**src/ssf_cfg.svh**
```systemverilog
`ifndef SSF_CFG_SVH
`define SSF_CFG_SVH

// ----------------------------------------
// timing
// ----------------------------------------
`define SSF_CLK_KHZ       200000
`define SSF_DIP_LONG_MS   20
`define SSF_DIP_SHORT_MS  10
`define SSF_INIT_LAST     4'h7

// ----------------------------------------
// register byte offsets
// ----------------------------------------
`define SSF_OFS_FLAGS     8'h00
`define SSF_OFS_IRQ_ST    8'h04
`define SSF_OFS_IRQ_MASK  8'h08
`define SSF_OFS_CTRL      8'h0C
`define SSF_OFS_TIME0     8'h10
`define SSF_OFS_TIME1     8'h14
`define SSF_OFS_TIME2     8'h18
`define SSF_OFS_TIME3     8'h1C
`define SSF_OFS_SETTER    8'h20
`define SSF_OFS_OCC_LO    8'h24
`define SSF_OFS_OCC_HI    8'h28

// ----------------------------------------
// flag bit positions
// ----------------------------------------
`define SSF_F_DIAG        0
`define SSF_F_SELF        1
`define SSF_F_BLOW_L      2
`define SSF_F_BLOW_V      3
`define SSF_F_DIP         4
`define SSF_F_BWARN_L     5
`define SSF_F_BWARN_V     6
`define SSF_F_FUSE        7
`define SSF_F_CLKERR      8
`define SSF_F_RDY_LO      9
`define SSF_F_RDY_HI      12
`define SSF_F_CPU1RST     13

// ----------------------------------------
// interrupt bit positions and the control request bit
// ----------------------------------------
`define SSF_I_DIAG        0
`define SSF_I_SELF        1
`define SSF_I_BLOW        2
`define SSF_I_BWARN       3
`define SSF_I_DIP         4
`define SSF_I_FUSE        5
`define SSF_I_CLKERR      6
`define SSF_I_CPU1RST     7
`define SSF_CTRL_CHK      0

// ----------------------------------------
// constant class tables and misc values
// ----------------------------------------
`define SSF_SETTER_WORD   32'h05555555
`define SSF_OCC_LO_WORD   32'h44444444
`define SSF_OCC_HI_WORD   32'h00333335
`define SSF_RESP_OKAY     2'h0
`define SSF_RESP_SLVERR   2'h2
`define SSF_BCD_ZERO      8'h00
`define SSF_BCD_ONE       8'h01
`define SSF_BCD_YEAR_MAX  8'h99
`define SSF_BCD_MON_MAX   8'h12
`define SSF_BCD_DAY_MAX   8'h31
`define SSF_BCD_HOUR_MAX  8'h23
`define SSF_BCD_MIN_MAX   8'h59
`define SSF_BCD_WDAY_MAX  8'h06

`endif

```
**src/ssf_pkg.sv**
```systemverilog
package ssf_pkg;

	// ----------------------------------------
	// state types
	// ----------------------------------------
	typedef enum logic [0:0] {PH_INIT, PH_RUN} ssf_phase_t;

	typedef struct packed {
		ssf_phase_t        phase;
		logic [3:0]        init_cnt;
		logic              ac_mode;
		logic              short_dip;
		logic              motion_prev;
		logic [22:0]       dip_cnt;
		logic [15:0]       flags;
		logic              chk_req;
		logic [2:0]        peer_rst;
		logic [7:0]        irq_st;
		logic [7:0]        irq_mask;
		logic              irq_out;
		logic [3:0][15:0]  time_w;
		logic              aw_got;
		logic              w_got;
		logic [7:0]        awaddr;
		logic [31:0]       wdata;
		logic [3:0]        wstrb;
		logic              awready;
		logic              wready;
		logic              bvalid;
		logic [1:0]        bresp;
		logic              arready;
		logic              rvalid;
		logic [31:0]       rdata;
		logic [1:0]        rresp;
	} ssf_state_t;

endpackage : ssf_pkg

```
**src/ssf_flag_bank.sv**
```systemverilog
// What this block does
// RULE1: every flag has a setter class; system flags also carry their update occasion
// RULE2: system flags update on exactly one occasion from the fixed occasion list
// RULE3: initial-class values are taken only during start-up, never while running
// RULE4: diagnostic error latch sets on a diagnosed error and stays set
// RULE5: self-diagnostic error latch sets on a self-diagnosed error and stays set
// RULE6: falling motion error flag after review re-latches both diagnostic latches
// RULE7: latched battery-low sets below the low threshold and stays set
// RULE8: live battery-low follows the low-threshold comparison, updated on error
// RULE9: latched battery-warning sets below the warning threshold and stays set
// RULE10: live battery-warning follows the warning-threshold comparison
// RULE11: supply dip within the limit sets a flag only a power cycle clears
// RULE12: blown-fuse latch sets when any output module reports a blown fuse
// RULE13: on request the clock error flag reflects validity of the time words
// RULE14: one bus-ready flag per CPU, updated on status change
// RULE15: first-CPU resetting flag high while in reset or module removed
// RULE16: while the first CPU resets, all other CPUs are held in reset
// RULE17: user-only flags carry no update occasion
// RULE18: all flags are readable at any time with no side effect
// RULE19: latched flags clear only on power-on or controller reset
`timescale 1ns/10ps
`include "ssf_cfg.svh"

module ssf_flag_bank #(
	parameter int DIP_LONG_CYC  = `SSF_DIP_LONG_MS * `SSF_CLK_KHZ,
	parameter int DIP_SHORT_CYC = `SSF_DIP_SHORT_MS * `SSF_CLK_KHZ
) (
	// clock, reset, enable
	input  wire logic        aclk,
	input  wire logic        aresetn,
	input  wire logic        ce,
	// axi4-lite write address
	input  wire logic        s_axi_awvalid,
	output logic             s_axi_awready,
	input  wire logic [7:0]  s_axi_awaddr,
	input  wire logic [2:0]  s_axi_awprot,
	// axi4-lite write data
	input  wire logic        s_axi_wvalid,
	output logic             s_axi_wready,
	input  wire logic [31:0] s_axi_wdata,
	input  wire logic [3:0]  s_axi_wstrb,
	// axi4-lite write response
	output logic             s_axi_bvalid,
	input  wire logic        s_axi_bready,
	output logic [1:0]       s_axi_bresp,
	// axi4-lite read address
	input  wire logic        s_axi_arvalid,
	output logic             s_axi_arready,
	input  wire logic [7:0]  s_axi_araddr,
	input  wire logic [2:0]  s_axi_arprot,
	// axi4-lite read data
	output logic             s_axi_rvalid,
	input  wire logic        s_axi_rready,
	output logic [31:0]      s_axi_rdata,
	output logic [1:0]       s_axi_rresp,
	// diagnosis inputs
	input  wire logic        diag_fault,
	input  wire logic        self_diag_fault,
	input  wire logic        motion_error_detect_flag,
	input  wire logic        nonstop_error_reviewed,
	// battery and supply monitors
	input  wire logic        batt_below_low,
	input  wire logic        batt_below_warn,
	input  wire logic        ac_supply_used,
	input  wire logic        dip_variant_short,
	input  wire logic        supply_ok,
	input  wire logic        fuse_blown_any,
	// multi-cpu bus status
	input  wire logic [3:0]  cpu_bus_ready_in,
	input  wire logic        cpu1_reset_in,
	input  wire logic        cpu1_removed,
	// flag and system outputs
	output logic [15:0]      flag_bits,
	output logic [2:0]       other_cpu_reset_hold,
	output logic             irq
);

	// ----------------------------------------
	// state and helpers
	// ----------------------------------------
	ssf_pkg::ssf_state_t s;
	ssf_pkg::ssf_state_t n;
	// s holds, n is next
	// helpers are never registered

	logic        motion_fall;
	logic [22:0] dip_limit;
	logic        time_ok;
	logic [7:0]  irq_ev;
	logic [7:0]  irq_clr;
	logic [31:0] rd_word;
	logic        rd_hit;
	logic        wr_hit;

	// bcd byte within lo..hi; bcd order matches hex order so plain compares work
	function automatic logic bcd_in(input logic [7:0] v, input logic [7:0] lo, input logic [7:0] hi);
		logic digits_ok;
		// a nibble above 9 fails
		digits_ok = (v[3:0] <= 4'h9) && (v[7:4] <= 4'h9);
		return digits_ok && (v >= lo) && (v <= hi);
	endfunction : bcd_in

	// merge a write into a word under byte strobes
	// lanes 2 and 3 are dropped
	function automatic logic [15:0] lane16(input logic [15:0] old, input logic [31:0] d, input logic [3:0] st);
		logic [15:0] r;
		r = old;
		if (st[0]) begin
			r[7:0] = d[7:0];
		end
		if (st[1]) begin
			r[15:8] = d[15:8];
		end
		return r;
	endfunction : lane16

	// ----------------------------------------
	// time word validation
	// ----------------------------------------
	// a check only on request,
	// so half-writes raise nothing
	// year/month, day/hour, minute/second, weekday; upper byte of the last word must be zero
	always_comb begin
		time_ok = bcd_in(s.time_w[0][7:0], `SSF_BCD_ZERO, `SSF_BCD_YEAR_MAX)
			&& bcd_in(s.time_w[0][15:8], `SSF_BCD_ONE, `SSF_BCD_MON_MAX)
			&& bcd_in(s.time_w[1][7:0], `SSF_BCD_ONE, `SSF_BCD_DAY_MAX)
			&& bcd_in(s.time_w[1][15:8], `SSF_BCD_ZERO, `SSF_BCD_HOUR_MAX)
			&& bcd_in(s.time_w[2][7:0], `SSF_BCD_ZERO, `SSF_BCD_MIN_MAX)
			&& bcd_in(s.time_w[2][15:8], `SSF_BCD_ZERO, `SSF_BCD_MIN_MAX)
			&& bcd_in(s.time_w[3][7:0], `SSF_BCD_ZERO, `SSF_BCD_WDAY_MAX)
			&& (s.time_w[3][15:8] == `SSF_BCD_ZERO);
	end

	// ----------------------------------------
	// read decode
	// ----------------------------------------
	// reads only look; no register changes on a read
	// address seen while arvalid
	// unmapped reads give zero
	always_comb begin
		rd_word = 32'h00000000;
		rd_hit  = 1'b1;
		unique case (s_axi_araddr)
			`SSF_OFS_FLAGS:    rd_word[15:0] = s.flags;                   // see RULE18
			`SSF_OFS_IRQ_ST:   rd_word[7:0]  = s.irq_st;
			`SSF_OFS_IRQ_MASK: rd_word[7:0]  = s.irq_mask;
			`SSF_OFS_CTRL:     rd_word[`SSF_CTRL_CHK] = s.chk_req;
			`SSF_OFS_TIME0:    rd_word[15:0] = s.time_w[0];
			`SSF_OFS_TIME1:    rd_word[15:0] = s.time_w[1];
			`SSF_OFS_TIME2:    rd_word[15:0] = s.time_w[2];
			`SSF_OFS_TIME3:    rd_word[15:0] = s.time_w[3];
			`SSF_OFS_SETTER:   rd_word = `SSF_SETTER_WORD;                 // see RULE1
			`SSF_OFS_OCC_LO:   rd_word = `SSF_OCC_LO_WORD;                 // see RULE2
			`SSF_OFS_OCC_HI:   rd_word = `SSF_OCC_HI_WORD;                 // see RULE17
			default:           rd_hit  = 1'b0;
		endcase
	end

	// ----------------------------------------
	// next state
	// ----------------------------------------
	// later steps win a field
	// fields not named hold
	always_comb begin
		n           = s;
		irq_clr     = 8'h00;
		irq_ev      = 8'h00;
		wr_hit      = 1'b1;
		motion_fall = s.motion_prev & ~motion_error_detect_flag;
		// strap taken at start-up
		dip_limit   = s.short_dip ? 23'(DIP_SHORT_CYC) : 23'(DIP_LONG_CYC);

		// reset low like the pin,
		// so no false fall
		n.motion_prev = motion_error_detect_flag;

		// start-up captures the supply straps; they stay frozen while running
		unique case (s.phase)
			ssf_pkg::PH_INIT: begin
				// flags stay zero here
				n.ac_mode   = ac_supply_used;                                // see RULE3
				n.short_dip = dip_variant_short;                             // see RULE3
				n.init_cnt  = s.init_cnt + 4'h1;
				if (s.init_cnt == `SSF_INIT_LAST) begin
					n.phase = ssf_pkg::PH_RUN;
				end
			end
			ssf_pkg::PH_RUN: begin
				// pins show one edge later
				// unreviewed errors and stop
				// errors leave latches alone
				// error-class latches: only set here, only reset clears them
				if (diag_fault || (motion_fall && nonstop_error_reviewed)) begin
					n.flags[`SSF_F_DIAG] = 1'b1;                             // see RULE4, RULE6, RULE19
				end
				if (self_diag_fault || (motion_fall && nonstop_error_reviewed)) begin
					n.flags[`SSF_F_SELF] = 1'b1;                             // see RULE5, RULE6
				end
				if (batt_below_low) begin
					n.flags[`SSF_F_BLOW_L] = 1'b1;                           // see RULE7
				end
				n.flags[`SSF_F_BLOW_V] = batt_below_low;                     // see RULE8
				if (batt_below_warn) begin
					n.flags[`SSF_F_BWARN_L] = 1'b1;                          // see RULE9
				end
				n.flags[`SSF_F_BWARN_V] = batt_below_warn;                   // see RULE10
				if (fuse_blown_any) begin
					n.flags[`SSF_F_FUSE] = 1'b1;                             // see RULE12
				end

				// dc supply: no dip flag
				// a dip cut by reset is lost
				// dip timer counts the outage and saturates one past the limit
				if (s.ac_mode) begin
					if (!supply_ok) begin
						if (s.dip_cnt <= dip_limit) begin
							n.dip_cnt = s.dip_cnt + 23'h000001;
						end
					end else begin
						if ((s.dip_cnt != 23'h000000) && (s.dip_cnt <= dip_limit)) begin
							n.flags[`SSF_F_DIP] = 1'b1;                      // see RULE11
						end
						// supply back: end count
						// zero count: no outage
						n.dip_cnt = 23'h000000;
					end
				end

				// clock check runs only when software asks for it
				// request bit self-clears
				// a new request wins
				if (s.chk_req) begin
					n.flags[`SSF_F_CLKERR] = ~time_ok;                       // see RULE13
					n.chk_req              = 1'b0;
				end

				// status-change class: follow the bus and reset status
				// one cycle behind the pins; the peer
				// hold below takes the next flag, so
				// both leave on one edge and agree
				// removal holds the peers too
				n.flags[`SSF_F_RDY_HI:`SSF_F_RDY_LO] = cpu_bus_ready_in;    // see RULE14
				n.flags[`SSF_F_CPU1RST] = cpu1_reset_in | cpu1_removed;      // see RULE15
			end
		endcase
		n.peer_rst = {3{n.flags[`SSF_F_CPU1RST]}};                          // see RULE16

		// interrupt events are rising edges of the flags that matter
		// live flags: no events
		irq_ev[`SSF_I_DIAG]    = n.flags[`SSF_F_DIAG] & ~s.flags[`SSF_F_DIAG];
		irq_ev[`SSF_I_SELF]    = n.flags[`SSF_F_SELF] & ~s.flags[`SSF_F_SELF];
		irq_ev[`SSF_I_BLOW]    = n.flags[`SSF_F_BLOW_L] & ~s.flags[`SSF_F_BLOW_L];
		irq_ev[`SSF_I_BWARN]   = n.flags[`SSF_F_BWARN_L] & ~s.flags[`SSF_F_BWARN_L];
		irq_ev[`SSF_I_DIP]     = n.flags[`SSF_F_DIP] & ~s.flags[`SSF_F_DIP];
		irq_ev[`SSF_I_FUSE]    = n.flags[`SSF_F_FUSE] & ~s.flags[`SSF_F_FUSE];
		irq_ev[`SSF_I_CLKERR]  = n.flags[`SSF_F_CLKERR] & ~s.flags[`SSF_F_CLKERR];
		irq_ev[`SSF_I_CPU1RST] = n.flags[`SSF_F_CPU1RST] & ~s.flags[`SSF_F_CPU1RST];

		// items move on valid&ready
		// answers retire on ready
		// write response retires first so a new write can follow
		if (s.bvalid && s_axi_bready) begin
			n.bvalid = 1'b0;
		end
		if (s.rvalid && s_axi_rready) begin
			n.rvalid = 1'b0;
		end

		// address and data may arrive in either order
		if (s_axi_awvalid && s.awready) begin
			n.aw_got = 1'b1;
			n.awaddr = s_axi_awaddr;
		end
		if (s_axi_wvalid && s.wready) begin
			n.w_got = 1'b1;
			n.wdata = s_axi_wdata;
			n.wstrb = s_axi_wstrb;
		end

		// perform the write one cycle after both halves are held
		// held halves keep decode
		// off the pins, one cycle
		// flags and tables drop it
		if (s.aw_got && s.w_got && !s.bvalid) begin
			unique case (s.awaddr)
				`SSF_OFS_IRQ_ST: begin
					if (s.wstrb[0]) begin
						irq_clr = s.wdata[7:0];
					end
				end
				`SSF_OFS_IRQ_MASK: begin
					if (s.wstrb[0]) begin
						n.irq_mask = s.wdata[7:0];
					end
				end
				`SSF_OFS_CTRL: begin
					// a zero does nothing
					if (s.wstrb[0] && s.wdata[`SSF_CTRL_CHK]) begin
						n.chk_req = 1'b1;                                    // see RULE13
					end
				end
				// lanes 0 and 1 only
				`SSF_OFS_TIME0: n.time_w[0] = lane16(s.time_w[0], s.wdata, s.wstrb);
				`SSF_OFS_TIME1: n.time_w[1] = lane16(s.time_w[1], s.wdata, s.wstrb);
				`SSF_OFS_TIME2: n.time_w[2] = lane16(s.time_w[2], s.wdata, s.wstrb);
				`SSF_OFS_TIME3: n.time_w[3] = lane16(s.time_w[3], s.wdata, s.wstrb);
				// flags and class tables ignore writes but still answer okay
				`SSF_OFS_FLAGS, `SSF_OFS_SETTER, `SSF_OFS_OCC_LO, `SSF_OFS_OCC_HI: wr_hit = 1'b1;
				default: wr_hit = 1'b0;
			endcase
			n.aw_got = 1'b0;
			n.w_got  = 1'b0;
			n.bvalid = 1'b1;
			// unmapped: error answer
			n.bresp  = wr_hit ? `SSF_RESP_OKAY : `SSF_RESP_SLVERR;
		end

		// sticky status: a new event wins over a clear in the same cycle
		// written zeros do nothing
		for (int i = 0; i < 8; i++) begin
			n.irq_st[i] = (s.irq_st[i] & ~irq_clr[i]) | irq_ev[i];
		end
		// rises with its status
		n.irq_out = |(n.irq_st & n.irq_mask);

		// read answers on the cycle after the address is taken
		// rdata frozen meanwhile
		if (s_axi_arvalid && s.arready) begin
			n.rvalid = 1'b1;
			n.rdata  = rd_word;
			n.rresp  = rd_hit ? `SSF_RESP_OKAY : `SSF_RESP_SLVERR;
		end

		// readies are registered, so they are worked out from the next state
		// no ready while an item
		// is held: one op each way
		n.awready = ~n.aw_got & ~n.bvalid;
		n.wready  = ~n.w_got & ~n.bvalid;
		n.arready = ~n.rvalid;
	end

	// ----------------------------------------
	// state register
	// ----------------------------------------
	// reset clears every flag; the enable freezes everything, bus included
	// hazard: handshakes with
	// ce low are lost
	// reset works even if ce is low
	always_ff @(posedge aclk) begin
		if (!aresetn) begin
			s <= '0;                                                         // see RULE19
		end else if (ce) begin
			s <= n;
		end
	end

	// ----------------------------------------
	// outputs
	// ----------------------------------------
	// all outputs are fields of the state register
	// no decode after the reg
	assign s_axi_awready        = s.awready;
	assign s_axi_wready         = s.wready;
	assign s_axi_bvalid         = s.bvalid;
	assign s_axi_bresp          = s.bresp;
	assign s_axi_arready        = s.arready;
	assign s_axi_rvalid         = s.rvalid;
	assign s_axi_rdata          = s.rdata;
	assign s_axi_rresp          = s.rresp;
	assign flag_bits            = s.flags;
	assign other_cpu_reset_hold = s.peer_rst;
	assign irq                  = s.irq_out;

endmodule : ssf_flag_bank

```
**config.mk**
```make
export PLATFORM = sky130hd
export DESIGN_NAME = ssf_flag_bank
export DESIGN_NICKNAME = d
export VERILOG_FILES = /design/src/ssf_pkg.sv /design/src/ssf_flag_bank.sv
export VERILOG_INCLUDE_DIRS = /design/src
export SDC_FILE = /design/constraint.sdc
export NUM_CORES = 1
export LEC_CHECK = 0
export ABC_AREA = 1
export BUFFER_PORTS_ARGS = -buffer_cell sky130_fd_sc_hd__clkbuf_2
export CAP_MARGIN = 10
export CORE_ASPECT_RATIO = 1.1
export CORE_MARGIN = 2
export CORE_UTILIZATION = 45
export CTS_CLUSTER_SIZE = 25
export DETAILED_ROUTE_END_ITERATION = 12
export GPL_ROUTABILITY_DRIVEN = 0
export PLACE_DENSITY = 0.73
export REMOVE_ABC_BUFFERS = 1
export SLEW_MARGIN = 20
export SYNTH_ARGS = -nofsm -noshare
export SYNTH_HDL_FRONTEND = slang
export SYNTH_SLANG_ARGS = --single-unit
export TNS_END_PERCENT = 5
```
**constraint.sdc**
```tcl
create_clock -name aclk -period 3.5 [get_ports aclk]
set_clock_uncertainty 0.2 [all_clocks]
set_input_delay 0 -clock aclk [delete_from_list [all_inputs] [get_ports aclk]]
set_output_delay 0 -clock aclk [all_outputs]
set_load 0.02 [all_outputs]
```
==> results of run 1 <==
-- per-stage QoR --
stage | power [W] | setup WS (ns)
floorplan | 0.00236 | 1.08
global placement | 0.00248 | 1.02
detailed placement | 0.00248 | 0.971
CTS | 0.00470 | 0.508
global route | 0.00484 | 0.355
finish | 0.00470 | 0.447
-- cell usage in the layout (no fill, tap or decap), types with 3 or more instances in the layout --
cell | synthesis | routed
a211oi_2 | 3 | 3
a21oi_1 | 163 | 163
buf_4 | 56 | 9
bufinv_16 | 0 | 6
clkbuf_16 | 0 | 17
clkbuf_2 | 0 | 106
conb_1 | 1 | 11
dfxtp_1 | 183 | 183
dlygate4sd3_1 | 0 | 76
ha_1 | 11 | 11
inv_1 | 192 | 191
inv_2 | 2 | 3
nand2_1 | 237 | 237
nand3_1 | 69 | 69
nand4_1 | 17 | 17
nor2_1 | 122 | 122
nor2_2 | 5 | 5
nor3_1 | 15 | 15
nor3_2 | 3 | 3
nor4_1 | 4 | 4
o2111ai_1 | 4 | 4
o21ai_0 | 151 | 151
o22ai_1 | 23 | 23
o31ai_1 | 8 | 8
xnor2_1 | 3 | 3
xor2_1 | 4 | 4
-- state kept, by name, indices dropped and copies added (netlist names) --
name	flops
s_axi_bvalid	1
s_axi_awready	1
irq	1
s_axi_wready	1
s_axi_rvalid	1
s_axi_bresp	1
s_axi_rdata	21
flag_bits	14
s_axi_arready	1
s	140
s_axi_rresp	1
-- final timing paths --
path / cells past startpoint / end / slack (ns) / from
hold reg to reg: 2 / s[42] / 0.25 / s[42]
hold / removal: 5 / flag_bits[6] / 0.07 / ce
setup / recovery: 12 / s_axi_rdata[0] / 0.45 / s_axi_araddr[6]
setup reg to reg: 11 / s[207] / 0.97 / s[212]
-- layer usage --
metal / vias to the layer above / global-route usage [%] / wire length, µm
met5: - / 0 / 0
met4: 0 / 8.67 / 717
met3: 57 / 4.37 / 1860
met2: 367 / 41.7 / 12900
met1: 4276 / 32.2 / 11900
li1: 4590 / - / -
-- layout make-up --
type                    instances  area share [%]
multi-input cells             881            38.9
inverters                     195            6.62
repair buffers                192            12.3
flip-flops and latches        183            33.2
clock inverters                12            2.02
clock buffers                  20            4.04
well taps                     256            2.90
-- critical path, stage by stage --
cell and delay (ns):
dlygate4sd3_1 0.53, clkbuf_2 0.10, nor2_1 0.16, dlygate4sd3_1 0.59, nand3_1 0.11, dlygate4sd3_1 0.59
nor2_1 0.24, dlygate4sd3_1 0.60, nor2_1 0.06, o2111ai_1 0.13, nand2_1 0.08, inv_1 0.05
-- timing repair --
action / 4_1_cts / 5_1_grt
hold endpoints to repair: 86 / 0
hold buffers: 76 / 0
endpoints found under the setup margin: 0 / 0
buffers inserted: 0 / 0
-- power groups by stage --
stage          Clock (W)  Combinational [W]  Sequential [W]
3_3_place_gp           0           0.000274         0.00220
3_5_place_dp           0           0.000279         0.00221
6_report         0.00219           0.000350         0.00216
2_1_floorplan          0           0.000152         0.00221
5_1_grt          0.00229           0.000387         0.00216
4_1_cts          0.00221           0.000341         0.00216
-- cell families (layout without fill, tap and decap cells) --
family	Yosys count	count (layout)	share of synthesized area, %
simple gates	488	488	22.8
compound gates	364	364	20.9
buf+inv	302	419	14.7
flops	183	183	39.4
fa+ha+maj	11	11	1.48
xor+xnor	7	7	0.659
other cells	1	11	0.0403
==> parameters.txt, run 1 <==
Parameter                              Value

Global route
  Vias in the first global route ... 8645
  Global router's overall resource usage ... 24.9%
  Initial antenna violation count ... 0
  Total gr overflow ... 0
  Maximum number of pins on one net before global-route repair ... 114
  Global-route wire length before repair ... 43300 µm

Pwr
  Switching component of the power ... 0.00107 W
  Leakage Power ... 4.67 nW
  Combinational share of power ... 7.5%
  Cell Int Power ... 0.00362 W
  Clock network fraction of total power ... 46.6%
  Relative contribution of sequential cells to total power ... 45.9%
  Switching Fraction ... 22.9%
  Power density relative to cell area ... 425 nW/µm²
  VDD IR max ... 367 µV

Placement
  Placed wire-length estimate ... 18500 µm
  Port Buffer Count ... 107
  Placed Area ... 9620 µm²
  Number of placed instances, taps included ... 1631

STA
  Final worst path period share ... 87.2%
  Final Max Slew Viols ... 0
  Hold Worst Slack ... 0.0742 ns
  Slew margin rel. ... 29.1%
  Hold Vio Cnt, Final ... 0
  Slew at the pin closest to its max-slew limit ... 1.06 ns
  Final total negative setup slack ... 0 ns
  Post-layout min period ... 3.05 ns
  Unrepaired setup endpoints after global routing ... no
  Total of endpoints with negative setup slack in the final report ... 0
  Timing-limited maximum frequency ... 328 MHz

Logic synthesis
  Count of flip-flops with a built-in enable after synthesis ... 0
  Fraction of registers with async set/reset ... 0%
  Yosys reg bits ... 183
  Leading cell types by total area after synthesis ... dfxtp_1, nand2_1, a21oi_1
  Most common library cells after synthesis ... nand2_1, inv_1, dfxtp_1, a21oi_1, o21ai_0
  Number of synthesis warnings ... 0
  Dominant register cell in the synthesized netlist ... dfxtp_1
  Area of the mapped netlist ... 9300 µm²
  Share of synthesized area occupied by flip-flops and latches ... 39.4%
  Count of different cell masters after synthesis ... 47
  Post-Synthesis Mean Instance Area ... 6.86 µm²
  Share of Yosys cell area claimed by the top area cell type ... 39.4%
  Gate count after technology mapping ... 1356
  Largest area contributor in the synthesized netlist ... dfxtp_1
  Most frequently used cell type in the post-synthesis netlist ... nand2_1

CTS
  Number of clock buffers inserted by TritonCTS ... 17
  Clock insertion delay at the later pin of the skew report ... 0.44 ns
  Maximum buffer depth of the clock tree ... 2
  Clock tree from TritonCTS ... yes
  Root buffer cell ... clkbuf_16
  Depth of the CTS H-tree ... 4
  Num Clock Sinks ... 183
  Clock-pin slew reported for the worst setup and hold paths after clock tree synthesis ... 0.07 ns
  Post-CTS resize count ... 0

Final layout
  Area taken by flip-flops and latches ... 3660 µm²
  Area growth from synthesis to layout ... 18.8%
  Final instance count without filler cells ... 1739
  Filler cell count in the final layout ... 1954
  Area taken by multi-input logic gates ... 4300 µm²
  Summed area of non-filler cells in the final layout ... 11100 µm²
  Share of final-layout standard cells stronger than drive strength 1 ... 11.6%
  Antenna Diode Count ... 0
  Post-route core utilization ... 54.1%
  Final layout net count ... 1563

Worst setup path
  Worst Setup Start Kind ... input pin
  Maximum fanout count along the critical path ... 3
  Worst setup path category ... in2reg
  Type of element capturing the critical path ... flop
  Data required time of the worst path ... 3.69 ns
  Arrival time of data at the critical path endpoint ... 3.24 ns

Drt
  Count of routing violations after the opening detailed-route iteration ... 767
  Via Count ... 9290
  Total Routed Length ... 27400 µm
  TritonRoute pass-1 iters ... 5
  Via-per-instance ratio ... 5.34
  Residual DRC ... 0
  Antenna viol nets, final ... 0
  Routed length per instance ... 15.8 µm

Floorplanning
  Starting Density ... 45.5%
  Die ar. ... 21800 µm²
  Number of cell rows ... 55
  I/O Pins ... 143
  Overall die height ... 155 µm
  Placeable Area ... 20400 µm²
  Horizontal die dimension ... 141 µm

Outcome
  Status ... completed

Worst hold path
  Min-delay worst type ... in2reg

Flow run
  Max cap viols ... 0
(Power assumes the default switching activity.)
==> inputs of run 2 (changes only) <==
--- a/config.mk
+++ b/config.mk
@@ -6,7 +6,6 @@
 export SDC_FILE = /design/constraint.sdc
 export NUM_CORES = 1
 export LEC_CHECK = 0
-export ABC_AREA = 1
 export BUFFER_PORTS_ARGS = -buffer_cell sky130_fd_sc_hd__clkbuf_2
 export CAP_MARGIN = 10
 export CORE_ASPECT_RATIO = 1.1
==> parameters.txt, run 2 <==
Parameter                              Value

STA
  Slew margin rel. ... 33.5% (+4.4 points)
  Hold Worst Slack ... 0.0613 ns (-0.0129 ns)
  Unrepaired setup endpoints after global routing ... no
  Total of endpoints with negative setup slack in the final report ... 0 (unchanged)
  Final total negative setup slack ... 0 ns (unchanged)
  Timing-limited maximum frequency ... 322 MHz (-1.8%)
  Post-layout min period ... 3.11 ns (+0.0569 ns)
  Final worst path period share ... 88.9% (+1.6 points)
  Hold Vio Cnt, Final ... 0 (unchanged)
  Final Max Slew Viols ... 0 (unchanged)
  Slew at the pin closest to its max-slew limit ... 0.988 ns (-0.0755 ns)

Worst hold path
  Worst Hold Path EP ... s_axi_rdata[8]
  Number of cells on the worst hold path ... 6 (+1)
  Min-delay worst type ... in2reg
  Startpoint of the worst hold path ... s_axi_araddr[6]

Final layout
  Most common cell after layout, fill and taps aside ... dfxtp_1
  Share of final-layout standard cells stronger than drive strength 1 ... 14.3% (+2.7 points)
  Filler cell count in the final layout ... 1784 (-8.7%)
  Flip-flop count of the largest register, all copies and words added ... 140 (unchanged)
  Area growth from synthesis to layout ... 19.1%
  Biggest register ... s
  Final layout net count ... 1272 (-19%)
  Top library cells by usage in the layout, fill and taps aside ... dfxtp_1, nor2_1, nand2_1
  Antenna Diode Count ... 0 (unchanged)
  Final instance count without filler cells ... 1439 (-17%)

Drt
  Via-per-instance ratio ... 5.73 (+7.2%)
  Routed length per instance ... 17.5 µm (+11%)
  Routed length on met1 ... 11000 µm (-7.5%)
  Count of routing violations after the opening detailed-route iteration ... 723 (-5.7%)
  Antenna viol nets, final ... 0 (unchanged)
  Via Count ... 8241 (-11%)
  Total Routed Length ... 25200 µm (-8.1%)
  Length of routed met2 wiring ... 12100 µm (-6.6%)
  Residual DRC ... 0 (unchanged)
  TritonRoute pass-1 iters ... 7 (+2)
  Met3 routed WL ... 1520 µm (-18%)
  Top layer reached by signal wires ... met4

Logic synthesis
  Most common library cells after synthesis ... dfxtp_1, nor2_1, nand2_1, a21oi_1, mux2i_1
  Largest area contributor in the synthesized netlist ... dfxtp_1
  Count of different cell masters after synthesis ... 65 (+38%)
  Share of synthesized area occupied by flip-flops and latches ... 41.5% (+2.1 points)
  Gate count after technology mapping ... 1070 (-21%)
  Dominant register cell in the synthesized netlist ... dfxtp_1
  Fraction of registers with async set/reset ... 0% (unchanged)
  Yosys reg bits ... 183 (unchanged)
  Most frequently used cell type in the post-synthesis netlist ... dfxtp_1
  Leading cell types by total area after synthesis ... dfxtp_1, mux2i_1, nor2_1
  Count of flip-flops with a built-in enable after synthesis ... 0 (unchanged)
  Post-Synthesis Mean Instance Area ... 8.24 µm² (+20%)
  Number of synthesis warnings ... 0 (unchanged)
  Area of the mapped netlist ... 8820 µm² (-5.1%)
  Share of Yosys cell area claimed by the top area cell type ... 41.5% (+2.1 points)

Worst setup path
  Reg-to-reg startpoint ... s[212]
  Worst Setup Start Kind ... flop
  Worst flop-to-flop path endpoint ... s[188]
  Arrival time of data at the critical path endpoint ... 3.30 ns (+0.06 ns)
  Type of element capturing the critical path ... flop
  Number of cells traversed by the worst register-to-register path ... 9 (-2)
  Data required time of the worst path ... 3.69 ns (about the same)
  Worst setup path category ... reg2reg
  R2R Setup Slk ... 0.39 ns (-0.58 ns)
  Maximum fanout count along the critical path ... 6 (+3)

Floorplanning
  Number of cell rows ... 53 (-3.6%)
  Horizontal die dimension ... 137 µm (-2.5%)
  Overall die height ... 151 µm (-2.5%)
  I/O Pins ... 143 (unchanged)
  Die ar. ... 20700 µm² (-5.0%)
  Placeable Area ... 19200 µm² (-6.2%)
  Starting Density ... 46.0% (+0.53 points)

Pwr
  Leakage Power ... 4.18 nW (-10%)
  VDD IR max ... 349 µV (-4.7%)
  Power density relative to cell area ... 406 nW/µm² (-4.5%)

CTS
  Clock-pin slew reported for the worst setup and hold paths after clock tree synthesis ... 0.07 ns (about the same)
  Clock tree from TritonCTS ... yes
  Root buffer cell ... clkbuf_16
  Clock insertion delay at the later pin of the skew report ... 0.45 ns (about the same)
  Post-CTS resize count ... 0 (unchanged)
  Hold buffer count at CTS ... 80 (+5.3%)
  Buffers inserted by post-CTS timing repair ... 0 (unchanged)
  Maximum buffer depth of the clock tree ... 2 (unchanged)
  Num Clock Sinks ... 183 (unchanged)
  Depth of the CTS H-tree ... 4 (unchanged)
  Number of clock buffers inserted by TritonCTS ... 17 (unchanged)

Placement
  Placed wire-length estimate ... 17100 µm (-7.6%)
  Port Buffer Count ... 107 (unchanged)
  Number of placed instances, taps included ... 1327 (-19%)

Outcome
  Status ... completed

Global route
  Global-route wire length before repair ... 40000 µm (-7.5%)
  Total gr overflow ... 0 (unchanged)
  Global router's overall resource usage ... 24.7% (-0.16 points)
  Maximum number of pins on one net before global-route repair ... 91 (-20%)
  Vias in the first global route ... 7824 (-9.5%)
  Initial antenna violation count ... 0 (unchanged)

Flow run
  Max cap viols ... 0 (unchanged)
-- run 2: changes by cell type in the layout (fill, tap and decap cells not counted), moves of 12 or more --
| cell | before | now |
|---|---|---|
| nor4_1 | 4 | 16 |
| or3_1 | 0 | 13 |
| nand2_1 | 237 | 123 |
| mux2i_1 | 0 | 77 |
| nor2_1 | 122 | 148 |
| o22ai_1 | 23 | 3 |
| a22oi_1 | 0 | 47 |
| o21ai_0 | 151 | 40 |
| inv_1 | 191 | 17 |
| a21oi_1 | 163 | 101 |
| nand3_1 | 69 | 32 |
-- run 2: report_power, final --
part           total [W]  leakage [nW]  switching [W]  internal [W]
combinational   0.000248          2.42       0.000139      0.000109
sequential       0.00212          1.48      0.0000240       0.00210
clock            0.00189         0.282       0.000940      0.000954
total            0.00427          4.18        0.00110       0.00316
-- run 2: cell families after synthesis --
group	share of synthesized area, %
AND/OR/NAND/NOR	23.1
AO/OA/AOI/OAI	16.3
adder cells (fa/ha/maj)	1.56
flip-flops	41.5
multiplexers	8.87
other	0.0425
buffers and inverters	8.23
XOR/XNOR	0.298
-- run 2: cell type report --
| cell class | count | area [µm²] | share of cell area, % |
|---|---|---|---|
| Clock inverter | 15 | 150 | 1.43 |
| Clock buffer | 17 | 425 | 4.05 |
| Inverter | 19 | 73.8 | 0.703 |
| Tap cell | 247 | 309 | 2.94 |
| Timing Repair Buffer | 196 | 1420 | 13.5 |
| Sequential cell | 183 | 3660 | 34.9 |
| Multi-Input combinational cell | 762 | 4470 | 42.5 |
-- run 2: metal layers --
metal,global-route usage (%),vias to the layer above
met4,8.71,0
met3,4.12,49
met2,41.4,259
li1,-,3978
met5,0,-
met1,32.0,3955
-- run 2: critical path, stage by stage, from the launching register on --
cell           delay, ns
dfxtp_1             0.46
inv_1               0.13
ha_1                0.29
nand4_1             0.17
a21oi_1             0.09
o31ai_2             0.45
nor2_1              0.14
or4_1               0.41
a21oi_1             0.15
dlygate4sd3_1       0.56
-- run 2: metrics by stage --
step / setup WS [ns] / power (W) / util (%) / instance area (µm²)
after detailed placement: 0.649 / 0.00236 / 47.6 / 9130
after global placement: 0.714 / 0.00236 / 47.6 / 9130
after global routing: 0.187 / 0.00439 / 54.8 / 10500
final: 0.390 / 0.00427 / 54.8 / 10500
after floorplan: 0.537 / 0.00226 / - / 8200
after CTS: 0.447 / 0.00427 / 54.8 / 10500
-- run 2: how the worst max path moves through the flow --
stage                        from      to  slack (ns)  cells past startpoint
after global placement     s[212]  s[201]        0.71                      8
final                      s[212]  s[188]        0.39                      9
after detailed placement   s[212]  s[205]        0.65                      8
after floorplan           aresetn  s[194]        0.54                      4
after CTS                  s[212]  s[188]        0.45                      9
after global routing       s[212]  s[188]        0.19                      9
==> inputs of run 3 (changes only) <==
--- a/config.mk
+++ b/config.mk
@@ -15,7 +15,7 @@
 export DETAILED_ROUTE_END_ITERATION = 12
 export GPL_ROUTABILITY_DRIVEN = 0
 export PLACE_DENSITY = 0.73
-export REMOVE_ABC_BUFFERS = 1
+export SETUP_SLACK_MARGIN = 0.15
 export SLEW_MARGIN = 20
 export SYNTH_ARGS = -nofsm -noshare
 export SYNTH_HDL_FRONTEND = slang
==> parameters.txt, run 3 (synthesized netlist as in run 2, its figures left out) <==
Parameter                              Value

Global route
  Global-route wire length before repair ... 38500 µm (-3.8%)
  Maximum number of pins on one net before global-route repair ... 86 (-5.5%)
  Initial antenna violation count ... 0 (unchanged)
  Vias in the first global route ... 7433 (-5.0%)
  Total gr overflow ... 0 (unchanged)
  Global router's overall resource usage ... 23.8% (-0.92 points)

Drt
  Via Count ... 8176 (-0.79%)
  Routed length per instance ... 17.0 µm (-3.1%)
  Via-per-instance ratio ... 5.68 (-0.79%)
  Antenna viol nets, final ... 0 (unchanged)
  Count of routing violations after the opening detailed-route iteration ... 759 (+5.0%)
  Total Routed Length ... 24400 µm (-3.1%)
  Residual DRC ... 0 (unchanged)
  TritonRoute pass-1 iters ... 5 (-2)

CTS
  Root buffer cell ... clkbuf_16
  Maximum buffer depth of the clock tree ... 2 (unchanged)
  Clock-pin slew reported for the worst setup and hold paths after clock tree synthesis ... 0.07 ns (about the same)
  Depth of the CTS H-tree ... 4 (unchanged)
  Clock insertion delay at the later pin of the skew report ... 0.43 ns (-0.02 ns)
  Clock tree from TritonCTS ... yes
  Post-CTS resize count ... 0 (unchanged)
  Num Clock Sinks ... 183 (unchanged)
  Number of clock buffers inserted by TritonCTS ... 17 (unchanged)

Placement
  Port Buffer Count ... 107 (unchanged)
  Number of placed instances, taps included ... 1327 (unchanged)
  Placed wire-length estimate ... 17100 µm (about the same)

Floorplanning
  Horizontal die dimension ... 137 µm (unchanged)
  Placeable Area ... 19200 µm² (unchanged)
  I/O Pins ... 143 (unchanged)
  Number of cell rows ... 53 (unchanged)
  Die ar. ... 20700 µm² (unchanged)
  Starting Density ... 46.0% (unchanged)
  Overall die height ... 151 µm (unchanged)

STA
  Final total negative setup slack ... 0 ns (unchanged)
  Post-layout min period ... 2.95 ns (-0.165 ns)
  Slew margin rel. ... 30.8% (-2.7 points)
  Unrepaired setup endpoints after global routing ... no
  Total of endpoints with negative setup slack in the final report ... 0 (unchanged)
  Hold Vio Cnt, Final ... 0 (unchanged)
  Final worst path period share ... 84.1% (-4.7 points)
  Timing-limited maximum frequency ... 340 MHz (+5.6%)
  Slew at the pin closest to its max-slew limit ... 1.04 ns (+0.0479 ns)
  Final Max Slew Viols ... 0 (unchanged)

Worst hold path
  Min-delay worst type ... in2reg

Worst setup path
  Worst Setup Start Kind ... flop
  Arrival time of data at the critical path endpoint ... 3.10 ns (-0.20 ns)
  R2R Setup Slk ... 0.55 ns (+0.17 ns)
  Chain of cells forming the critical path ... inv_1, ha_1, nand4_1, a21oi_1, o31ai_2, o31ai_2, buf_4, or4_1, a21oi_1
  Type of element capturing the critical path ... flop
  Data required time of the worst path ... 3.66 ns (-0.03 ns)
  Maximum fanout count along the critical path ... 12 (+6)
  Crit-path max cell delay ... 0.49 ns (-0.07 ns)
  CP max stage cell ... or4_1
  Worst setup path category ... reg2reg

Pwr
  Cell Int Power ... 0.00315 W (-0.39%)
  Power density relative to cell area ... 402 nW/µm² (-0.92%)
  Combinational share of power ... 5.8% (about the same)
  Switching Fraction ... 25.3% (-0.57 points)
  VDD IR max ... 345 µV (-1.3%)
  Switching component of the power ... 0.00107 W (-3.3%)
  Leakage Power ... 4.15 nW (-0.67%)
  Relative contribution of sequential cells to total power ... 50.4% (+0.6 points)
  Clock network fraction of total power ... 43.8% (-0.6 points)

Final layout
  Area growth from synthesis to layout ... 18.9%
  Share of final-layout standard cells stronger than drive strength 1 ... 14.2% (-0.084 points)
  Top library cells by usage in the layout, fill and taps aside ... dfxtp_1, nor2_1, nand2_1
  Antenna Diode Count ... 0 (unchanged)
  Post-route core utilization ... 54.7% (-0.12 points)
  Final layout net count ... 1272 (unchanged)
  Most common cell after layout, fill and taps aside ... dfxtp_1
  Flip-flop count of the largest register, all copies and words added ... 140 (unchanged)
  Final instance count without filler cells ... 1439 (unchanged)
  Biggest register ... s

Outcome
  Status ... completed

Flow run
  Max cap viols ... 0 (unchanged)
==> run 3: what timing repair did <==
action                                 in CTS  in global routing
setup buffers                               0                  0
hold buffers                               80                  0
endpoints found under the hold margin      76                  0
==> run 3: path summary, 6_finish.rpt <==
kind / depth (start not counted) / startpoint / endpoint
max reg2reg: 9 / s[212] / s[202]
min: 4 / ce / s_axi_bresp[1]
max: 9 / s[212] / s[202]
min reg2reg: 2 / s_axi_rdata[6] / s_axi_rdata[6]
==> run 3: area by class of cell <==
class                      count  area [µm²]
clock buffer                  18         429
clock inverter                14         135
fill                        1746        8680
inverter                      19        73.8
multi-input combinational    762        4470
sequential                   183        3660
tap                          247         309
timing repair buffer         196        1400
==> run 3: routing by layer <==
layer	vias up	track usage [%]	wire length [µm]	part of all wire (%)
met3	38	4.02	1730	7.1
met1	3829	33.3	11100	46
met4	0	8.81	608	2.5
li1	3960	-	-	-
met2	349	36.7	10900	45
met5	-	0	0	0
==> run 3: power groups by stage <==
stage | clock network (W) | registers (W) | logic [W]
after global placement | 0 | 0.00217 | 0.000184
after detailed placement | 0 | 0.00217 | 0.000185
after CTS | 0.00187 | 0.00212 | 0.000243
after floorplan | 0 | 0.00217 | 0.000125
final | 0.00185 | 0.00212 | 0.000245
after global routing | 0.00195 | 0.00213 | 0.000270
==> run 3: per-stage QoR <==
| step | total power [W] | setup slack (ns) | hold WS [ns] | cell area [µm²] |
|---|---|---|---|---|
| after global routing | 0.00434 | 0.314 | 0.0487 | 10500 |
| after floorplan | 0.00229 | 0.981 | -0.0640 | 8860 |
| final | 0.00422 | 0.555 | 0.0171 | 10500 |
| after global placement | 0.00236 | 0.623 | 0.0267 | 9120 |
| after detailed placement | 0.00236 | 0.554 | 0.0289 | 9120 |
| after CTS | 0.00424 | 0.558 | 0.00173 | 10500 |
==> run 3: critical path, delay by kind of cell (launching register included) <==
family / cells / cell delay [ns]
and+or+nand+nor: 2 / 0.64
DFF: 1 / 0.45
buffers and inverters: 2 / 0.34
AOI/OAI and AO/OA: 4 / 0.92
adders and majority gates: 1 / 0.31
